File: src/design/cub_pkg.sv
package cub_pkg;
    // Bus widths
    localparam int ADDR_W = 24;
    localparam int DATA_W = 16;

    // Command codes
    localparam logic [15:0] UNLOCK1_DATA    = 16'h00aa;
    localparam logic [15:0] UNLOCK2_DATA    = 16'h0055;
    localparam logic [15:0] EXT_FUNC_CODE   = 16'h00eb; // extended_function_code
    localparam logic [15:0] CRC_SUB_CODE    = 16'h0027;
    localparam logic [15:0] CRC_CONFIRM     = 16'h0029;
    localparam logic [15:0] BYPASS_ENTER    = 16'h0020;
    localparam logic [15:0] BYPASS_RST1     = 16'h0090;
    localparam logic [15:0] BYPASS_RST2     = 16'h0000;
    localparam logic [15:0] CNT_RANGE_WORD  = 16'h000a;
    localparam logic [15:0] CNT_RANGE_BYTE  = 16'h0015;
    localparam logic [15:0] CNT_CHIP_WORD   = 16'h0004;
    localparam logic [15:0] CNT_CHIP_BYTE   = 16'h0009;
    localparam logic [15:0] OPT_RANGE       = 16'hfffe;
    localparam logic [15:0] OPT_CHIP        = 16'hffff;

    // Unlock addresses, word mode and byte mode
    localparam logic [23:0] UNL1_ADDR_W = 24'h000555;
    localparam logic [23:0] UNL2_ADDR_W = 24'h0002aa;
    localparam logic [23:0] UNL1_ADDR_B = 24'h000aaa;
    localparam logic [23:0] UNL2_ADDR_B = 24'h000555;

    // Polling status bit positions
    localparam int POLL_ERR_BIT   = 5; // polling_error_bit
    localparam int POLL_TOGGLE    = 6;

    // Bus cycle timing: cycles of mclk per phase
    localparam int CYC_SETUP = 2;
    localparam int CYC_PULSE = 2;
    localparam int CYC_HOLD  = 2;

    // Plan slot content
    typedef struct packed {
        logic [23:0] addr;
        logic [15:0] data;
    } cub_wr_t;

    // User commands
    typedef enum logic [1:0] {
        CUB_OP_CRC_RANGE,
        CUB_OP_CRC_CHIP,
        CUB_OP_BYP_ENTER,
        CUB_OP_BYP_EXIT
    } cub_op_t;

    // Request bundle
    typedef struct packed {
        cub_op_t     op;
        logic        byte_mode;
        logic [63:0] crc;
        logic [31:0] start_addr;
        logic [31:0] stop_addr;
    } cub_req_t;
endpackage : cub_pkg

File: src/design/cub_host.sv
// How it works
// - Write 64-bit expected CRC at offsets 1-4
// - Start address words at offsets 5,6, then zero
// - Stop address at offsets 8,9, zero at 10
// - Confirm with 29h, then poll until ready
// - Begin with two unlocks, Extended_function_code, then 27h
// - Chip check uses count 0004h/09h, option FFFFh
// - Bypass entry: three writes ending with 20h
// - Bypass exit writes 90h then 00h
// - Prefer commands over high-voltage bypass
// Host-side sequencer that drives the flash write and read strobes.
// Only word-mode slot addresses are produced for data phases; byte_mode
// changes unlock addresses and count codes.
module cub_host
    import cub_pkg::*;
#(
    parameter int POLL_MAX = 65535 // Poll reads after the first before giving up
)
(
    input  wire logic              mclk,
    input  wire logic              rst,
    input  wire logic              req_valid,
    input  wire cub_req_t          req_in,
    output logic                   req_ready,
    output logic                   done,
    output logic                   crc_fail,
    output logic                   timeout,
    output logic                   in_bypass,
    output logic [ADDR_W-1:0]      flash_addr,
    output logic [DATA_W-1:0]      flash_dq_out,
    output logic                   flash_dq_oe,
    input  wire logic [DATA_W-1:0] flash_dq_in,
    output logic                   flash_ce_n,
    output logic                   flash_we_n,
    output logic                   flash_oe_n
);
    typedef enum logic [2:0] {
        ST_IDLE, ST_FETCH, ST_SETUP, ST_PULSE, ST_HOLD, ST_RSETUP, ST_RSAMPLE, ST_DONE
    } cub_state_t;

    cub_state_t  state;     // Sequencer state
    cub_req_t    req;       // Latched request
    logic [4:0]  idx;       // Slot index
    logic [2:0]  tcnt;      // Phase timer
    logic [16:0] pcnt;      // Poll read count
    logic        prev_tog;  // Toggle bit of previous poll
    logic        first_rd;  // First poll read pending
    logic [DATA_W-1:0] dq_s1; // Data synchroniser stage one
    logic [DATA_W-1:0] dq_s2; // Data synchroniser stage two
    cub_wr_t     slot;      // Current slot from table
    logic [4:0]  len;       // Sequence length
    logic        is_crc;    // Request is a CRC op

    assign is_crc = (req.op == CUB_OP_CRC_RANGE) || (req.op == CUB_OP_CRC_CHIP);

    // Slot table
    cub_seq_rom u_rom (
        .mclk (mclk),
        .rst  (rst),
        .req  (req),
        .idx  (idx),
        .wr   (slot),
        .len  (len)
    );

    // Input data synchroniser
    always_ff @(posedge mclk or posedge rst) begin
        if (rst) begin
            dq_s1 <= '0;
            dq_s2 <= '0;
        end else begin
            dq_s1 <= flash_dq_in;
            dq_s2 <= dq_s1;
        end
    end

    // Main sequencer
    always_ff @(posedge mclk or posedge rst) begin
        if (rst) begin
            state    <= ST_IDLE;
            req      <= '0;
            idx      <= 5'd0;
            tcnt     <= 3'd0;
            pcnt     <= 17'd0;
            prev_tog <= 1'b0;
            first_rd <= 1'b0;
        end else begin
            case (state)
                ST_IDLE: begin
                    // Accept a new request
                    if (req_valid) begin
                        req   <= req_in;
                        idx   <= 5'd0;
                        state <= ST_FETCH;
                    end
                end
                ST_FETCH: begin
                    // Table output settles one cycle after index
                    tcnt  <= 3'd0;
                    state <= ST_SETUP;
                end
                ST_SETUP: begin
                    tcnt <= tcnt + 3'd1;
                    if (tcnt == 3'(CYC_SETUP - 1)) begin
                        tcnt  <= 3'd0;
                        state <= ST_PULSE;
                    end
                end
                ST_PULSE: begin
                    tcnt <= tcnt + 3'd1;
                    if (tcnt == 3'(CYC_PULSE - 1)) begin
                        tcnt  <= 3'd0;
                        state <= ST_HOLD;
                    end
                end
                ST_HOLD: begin
                    tcnt <= tcnt + 3'd1;
                    if (tcnt == 3'(CYC_HOLD - 1)) begin
                        tcnt <= 3'd0;
                        if (idx == len - 5'd1) begin
                            // After confirm, go poll for a CRC op
                            pcnt     <= 17'd0;
                            first_rd <= 1'b1;
                            state    <= is_crc ? ST_RSETUP : ST_DONE;
                        end else begin
                            idx   <= idx + 5'd1;
                            state <= ST_FETCH;
                        end
                    end
                end
                ST_RSETUP: begin
                    // Hold read strobe long enough for synchroniser
                    tcnt <= tcnt + 3'd1;
                    if (tcnt == 3'd4) begin
                        tcnt  <= 3'd0;
                        state <= ST_RSAMPLE;
                    end
                end
                ST_RSAMPLE: begin
                    // Ready once toggle bit stops toggling
                    prev_tog <= dq_s2[POLL_TOGGLE];
                    first_rd <= 1'b0;
                    pcnt     <= pcnt + 17'd1;
                    if (!first_rd && (dq_s2[POLL_TOGGLE] == prev_tog))
                        state <= ST_DONE;
                    else if (pcnt == 17'(POLL_MAX))
                        state <= ST_DONE;
                    else
                        state <= ST_RSETUP;
                end
                ST_DONE: state <= ST_IDLE;
                default: state <= ST_IDLE;
            endcase
        end
    end

    // Result flags
    always_ff @(posedge mclk or posedge rst) begin
        if (rst) begin
            done     <= 1'b0;
            crc_fail <= 1'b0;
            timeout  <= 1'b0;
        end else begin
            done <= (state == ST_DONE);
            if (state == ST_IDLE && req_valid) begin
                crc_fail <= 1'b0;
                timeout  <= 1'b0;
            end else if (state == ST_RSAMPLE) begin
                crc_fail <= dq_s2[POLL_ERR_BIT];
                timeout  <= (pcnt == 17'(POLL_MAX)) &&
                            (first_rd || dq_s2[POLL_TOGGLE] != prev_tog);
            end
        end
    end

    // Bypass tracking from issued commands
    always_ff @(posedge mclk or posedge rst) begin
        if (rst)
            in_bypass <= 1'b0;
        else if (state == ST_DONE && req.op == CUB_OP_BYP_ENTER)
            in_bypass <= 1'b1;
        else if (state == ST_DONE && req.op == CUB_OP_BYP_EXIT)
            in_bypass <= 1'b0;
    end

    // Pin drive
    always_ff @(posedge mclk or posedge rst) begin
        if (rst) begin
            flash_addr   <= '0;
            flash_dq_out <= '0;
            flash_dq_oe  <= 1'b0;
            flash_ce_n   <= 1'b1;
            flash_we_n   <= 1'b1;
            flash_oe_n   <= 1'b1;
            req_ready    <= 1'b0;
        end else begin
            req_ready   <= (state == ST_IDLE) && !req_valid;
            flash_ce_n  <= !(state inside {ST_SETUP, ST_PULSE, ST_HOLD, ST_RSETUP, ST_RSAMPLE});
            flash_we_n  <= !(state == ST_PULSE);
            // Output enable drops after each sample so every poll is a read of its own
            flash_oe_n  <= !(state == ST_RSETUP);
            flash_dq_oe <= state inside {ST_SETUP, ST_PULSE, ST_HOLD};
            if (state inside {ST_RSETUP, ST_RSAMPLE})
                flash_addr <= '0;
            else
                flash_addr <= slot.addr;
            flash_dq_out <= slot.data;
        end
    end

    // Write strobe only inside chip enable
    we_in_ce_a: assert property (@(posedge mclk) disable iff (rst)
        !flash_we_n |-> !flash_ce_n) else $error("write strobe outside enable");
    no_contention_a: assert property (@(posedge mclk) disable iff (rst)
        !(flash_dq_oe && !flash_oe_n)) else $error("bus contention");
    pulse_len_a: assert property (@(posedge mclk) disable iff (rst)
        $fell(flash_we_n) |=> !flash_we_n ##1 flash_we_n)
        else $error("write pulse length wrong");
    data_stable_a: assert property (@(posedge mclk) disable iff (rst)
        !flash_we_n && $past(!flash_we_n) |-> $stable(flash_dq_out))
        else $error("data moved in pulse");
    byp_exit_a: assert property (@(posedge mclk) disable iff (rst)
        state == ST_DONE && req.op == CUB_OP_BYP_EXIT |=> !in_bypass)
        else $error("bypass flag not cleared");
    byp_enter_a: assert property (@(posedge mclk) disable iff (rst)
        state == ST_DONE && req.op == CUB_OP_BYP_ENTER |=> in_bypass)
        else $error("bypass flag not set");
    crc_polls_a: assert property (@(posedge mclk) disable iff (rst)
        state == ST_HOLD && tcnt == 3'(CYC_HOLD - 1) && idx == len - 5'd1 && is_crc
        |=> state == ST_RSETUP) else $error("no poll after confirm");
    err_bit_a: assert property (@(posedge mclk) disable iff (rst)
        state == ST_RSAMPLE |=> crc_fail == $past(dq_s2[POLL_ERR_BIT]))
        else $error("error bit not captured");
endmodule : cub_host

File: src/design/cub_seq_rom.sv
// Builds each bus write of a command sequence from the request; read data registered
module cub_seq_rom
    import cub_pkg::*;
(
    input  wire logic     mclk,
    input  wire logic     rst,
    input  wire cub_req_t req,
    input  wire logic [4:0] idx,
    output cub_wr_t       wr,
    output logic [4:0]    len
);
    cub_wr_t    next_wr;  // Combinational slot
    logic [4:0] next_len; // Sequence length

    // Slot decode
    always_comb begin
        next_wr  = '0;
        next_len = 5'd0;
        if (req.op == CUB_OP_BYP_EXIT) begin
            next_len = 5'd2;
            next_wr.data = (idx == 5'd0) ? BYPASS_RST1 : BYPASS_RST2;
        end else begin
            if (req.op == CUB_OP_BYP_ENTER)
                next_len = 5'd3;
            else if (req.op == CUB_OP_CRC_CHIP)
                next_len = 5'd11;
            else
                next_len = 5'd17;
            // Slot sequence for word and byte mode: unlock, unlock, code, sub, count, option
            case (idx)
                5'd0: begin
                    next_wr.addr = req.byte_mode ? UNL1_ADDR_B : UNL1_ADDR_W;
                    next_wr.data = UNLOCK1_DATA;
                end
                5'd1: begin
                    next_wr.addr = req.byte_mode ? UNL2_ADDR_B : UNL2_ADDR_W;
                    next_wr.data = UNLOCK2_DATA;
                end
                5'd2: begin
                    // Bypass entry goes to the unlock address, the function code to zero
                    if (req.op == CUB_OP_BYP_ENTER)
                        next_wr.addr = req.byte_mode ? UNL1_ADDR_B : UNL1_ADDR_W;
                    else
                        next_wr.addr = 24'h000000;
                    next_wr.data = (req.op == CUB_OP_BYP_ENTER) ? BYPASS_ENTER
                                                               : EXT_FUNC_CODE;
                end
                5'd3: next_wr.data = CRC_SUB_CODE;
                5'd4: begin
                    if (req.op == CUB_OP_CRC_CHIP)
                        next_wr.data = req.byte_mode ? CNT_CHIP_BYTE : CNT_CHIP_WORD;
                    else
                        next_wr.data = req.byte_mode ? CNT_RANGE_BYTE : CNT_RANGE_WORD;
                end
                5'd5: next_wr.data = (req.op == CUB_OP_CRC_CHIP) ? OPT_CHIP : OPT_RANGE;
                5'd6: next_wr = '{addr: 24'h000001, data: req.crc[15:0]};
                5'd7: next_wr = '{addr: 24'h000002, data: req.crc[31:16]};
                5'd8: next_wr = '{addr: 24'h000003, data: req.crc[47:32]};
                5'd9: next_wr = '{addr: 24'h000004, data: req.crc[63:48]};
                5'd10: begin
                    if (req.op == CUB_OP_CRC_CHIP)
                        next_wr.data = CRC_CONFIRM;
                    else
                        next_wr = '{addr: 24'h000005, data: req.start_addr[15:0]};
                end
                5'd11: next_wr = '{addr: 24'h000006, data: req.start_addr[31:16]};
                5'd12: next_wr = '{addr: 24'h000007, data: 16'h0000};
                5'd13: next_wr = '{addr: 24'h000008, data: req.stop_addr[15:0]};
                5'd14: next_wr = '{addr: 24'h000009, data: req.stop_addr[31:16]};
                5'd15: next_wr = '{addr: 24'h00000a, data: 16'h0000};
                5'd16: next_wr.data = CRC_CONFIRM;
                default: next_wr = '0;
            endcase
        end
    end

    // Registered read port
    always_ff @(posedge mclk or posedge rst) begin
        if (rst) begin
            wr  <= '0;
            len <= 5'd0;
        end else begin
            wr  <= next_wr;
            len <= next_len;
        end
    end
endmodule : cub_seq_rom

File: config.mk
export PLATFORM = sky130hd
export DESIGN_NAME = cub_host
export DESIGN_NICKNAME = d
export VERILOG_FILES = /design/src/design/cub_pkg.sv /design/src/design/cub_host.sv /design/src/design/cub_seq_rom.sv
export SDC_FILE = /design/constraint.sdc
export NUM_CORES = 1
export LEC_CHECK = 0
export BUFFER_PORTS_ARGS = -buffer_cell sky130_fd_sc_hd__buf_2
export CAP_MARGIN = 20
export CORE_MARGIN = 5
export CORE_UTILIZATION = 35
export DETAILED_ROUTE_END_ITERATION = 12
export HOLD_SLACK_MARGIN = 0.05
export PLACE_DENSITY = 0.61
export REMOVE_ABC_BUFFERS = 1
export SLEW_MARGIN = 30
export SYNTH_ARGS = -nofsm -noshare
export SYNTH_HDL_FRONTEND = slang
export SYNTH_SLANG_ARGS = --single-unit
File: constraint.sdc
create_clock -name mclk -period 27.3 [get_ports mclk]
set_input_delay 8.19 -clock mclk [delete_from_list [all_inputs] [get_ports mclk]]
set_output_delay 8.19 -clock mclk [all_outputs]
set_load 0.05 [all_outputs]
==> flow_summary.toml <==
[grt]
overflow = 0
grt_pass1_vias = 8241
grt_pass1_wl_mm = 43.50
grt_max_degree = 148
grt_usage = 0.1624
antenna_found_initial = 1

[min_path]
min-delay-start = "u_rom.wr[12]"
hold_class = "flop to flop"

[layout]
diodes = 0
nets = 1411
layout-drive-gt1-share = 0.1900
areaGrowthSynthToFinish_pct = 18.69
fillers = 2906
multi_input_area_um2 = 4080
regArea_um2 = 5610
fin_util = 0.4195

[setup_path]
r2r_start = "idx[0]"
worstPathRequired_ps = 19110
slowest_delay_ps = 510
cp_slowest_cell = "dfstp_2"
critPathMaxFanout = 1
worstSetupPathType = "flop to output port"
crit_path_start_kind = "flop"
path_cells = "buf_2"
arrival_ps = 1260
crit_buf_inv = 1
worstSetupStartpoint = "flash_we_n"
cp-end-kind = "output port"
critical_path.top_delay_family = "flip-flops"

[yosys]
ys_ff_latch = 224
syn-cell-area_um2 = 10090
synth_edf_count = 0
yosysSeqAreaShare = 0.5559
syn_area_per_cell_um2 = 9.107
synth.distinct_cells = 64
synthCells = 1108
async_reset_ff_frac = 1.000
synth-main-ff-cell = "dfrtp_1"
yosys_warnings = 0

[power]
power.density_nw_per_um2 = 101.4
ir_drop_mv = 0.05063
p_leak_nw = 5.960

[clock_network]
cts-root-buf = "clkbuf_16"
ctsHoldBuffers = 0
cts_made_buffers = 25
clk_latency_ps = 530
htreeDepth = 1
clkTransAtPathRegs_ps = 50
cts_resized = 0
post_cts_buffers = 0
tritoncts = "yes"
cts_buffer_depth = 3
clkSinkCount = 224

[route]
vias_per_cell = 4.984
dr.first_iter.drc_count = 674
drc = 0
wirelength_mm = 26.92
avgRoutedWirePerCell_um = 16.34
first_pass_iters = 5
vias = 8209
ant_nets = 0

[die]
dieWidth_um = 179.8
fp-row-count = 62
dieArea_um2 = 32330
io_pins = 199
core-area_um2 = 28550
die_h_um = 179.8
initial_utilization = 0.3535

[flow_run]
max-cap-violations = 0

[placement]
gp_congestion = 0.8161
dp.final_hpwl_mm = 18.01
portBuffers = 172

[timing]
tightest_slew_ps = 957.5
rsz0062_at_grt = "no"
fin_skew_ps = 25.38
min_period_over_period = 0.3463
hold_violations = 0
fmax_mhz = 105.8
whs_ps = 347.5
slew_viol_final = 0
finalSetupTns_ps = 0
maxSlewHeadroom = 0.3616
period_needed_ps = 9454
setup_viol = 0

[outcome]
status = "complete, no violations"
-- sequential cells by signal, summed over array words and instances (netlist names), 2 cells and up --
register      count
flash_dq_out     16
state             3
dq_s2             2
u_rom.len         4
req             131
tcnt              3
pcnt             17
dq_s1             2
idx               5
u_rom.wr         23
flash_addr        7
-- layer usage --
layer  wire (µm)  up-vias  GRT usage
met5          13        -          0
met4         665        2    0.04389
met3        1919       45    0.03112
met2       12430      293     0.2568
met1       11880     3914     0.2303
li1            -     3955          -
-- final cells by class --
type | count | area share
flip-flops and latches | 224 | 0.4684
multi-input cells | 787 | 0.3407
clock buffers | 32 | 0.05694
clock inverters | 11 | 0.005224
inverters | 26 | 0.009194
repair buffers | 183 | 0.07940
well taps | 384 | 0.04012
-- logic make-up (layout without fill, tap and decap cells) --
kind of cell	count (synthesis)	in the layout	share of synthesized area
flip-flops	224	224	0.5559
AND/OR/NAND/NOR	557	557	0.2316
multiplexers	20	20	0.01996
AO/OA/AOI/OAI	174	174	0.1187
other	1	12	0.0003716
buffers and inverters	108	252	0.04749
XOR/XNOR	10	10	0.008679
adder cells (fa/ha/maj)	14	14	0.01736
-- cell usage after synthesis (3+ instances only) --
| cell | count | area [µm²] |
|---|---|---|
| a22oi_1 | 8 | 60.06 |
| or4_1 | 10 | 75.07 |
| a32o_1 | 3 | 30.03 |
| nor2_1 | 31 | 116.4 |
| o22ai_1 | 7 | 43.79 |
| dfrtp_1 | 221 | 5530 |
| a31o_2 | 3 | 26.28 |
| nand2b_1 | 9 | 56.30 |
| inv_1 | 25 | 93.84 |
| nor3_1 | 5 | 25.02 |
| a221oi_1 | 8 | 70.07 |
| a21o_1 | 6 | 45.04 |
| nand4_1 | 9 | 56.30 |
| and3_1 | 3 | 18.77 |
| clkbuf_1 | 58 | 217.7 |
| xor2_1 | 4 | 35.03 |
| nand3_1 | 10 | 50.05 |
| and2_1 | 11 | 68.82 |
| a31oi_1 | 12 | 75.07 |
| nor2b_1 | 10 | 62.56 |
| ha_1 | 14 | 175.2 |
| nand2_1 | 440 | 1652 |
| a21oi_1 | 42 | 210.2 |
| dfstp_2 | 3 | 78.83 |
| buf_4 | 17 | 127.6 |
| buf_1 | 4 | 15.01 |
| a22o_1 | 7 | 61.31 |
| o21ai_0 | 28 | 140.1 |
| xnor2_1 | 6 | 52.55 |
| nor4bb_1 | 4 | 40.04 |
| or3_1 | 8 | 50.05 |
| a211oi_1 | 8 | 60.06 |
| o31ai_1 | 9 | 67.56 |
| a222oi_1 | 8 | 80.08 |
| mux2i_1 | 19 | 190.2 |
-- stage by stage --
step | worst slack, ps | instance area, µm² | std cells | power, mW
after floorplan | 12980 | 9751 | 1037 | 0.8050
after global placement | 17170 | 11210 | 1604 | 0.9040
after detailed placement | 17320 | 11220 | 1604 | 0.9155
after CTS | 17820 | 11970 | 1647 | 1.230
after global routing | 17730 | 11980 | 1647 | 1.306
final | 17850 | 11980 | 1647 | 1.215
-- worst paths after layout --
kind / end / slack, ps / depth (start not counted)
worst min-delay path: flash_dq_out[12] / 350 / 0
max in group asynchronous: req[105] / 18290 / 3
worst max-delay path: flash_we_n / 17850 / 1
worst max register to register: u_rom.wr[7] / 24080 / 7
min in group asynchronous: flash_addr[2] / 7820 / 2
worst min register to register: flash_dq_out[12] / 350 / 0
-- cell usage in the layout (no fill, tap or decap), drive strengths merged, types with 11 or more instances in the layout --
cell type  instances
buf              183
a21oi             43
and2              11
conb              12
ha                14
inv               26
clkbuf            32
o21ai             28
nand2            440
dfrtp            221
a31oi             12
clkinv            11
mux2i             19
nor2              31
-- power by group --
part	switching (mW)	leakage (nW)	internal, mW	total (mW)
Combinational	0.267	2.72	0.121	0.388
Clock	0.132	0.378	0.176	0.308
Sequential	0.0681	2.86	0.451	0.519
Total	0.467	5.96	0.747	1.21
No activity file was read; power rests on OpenSTA's default activity.
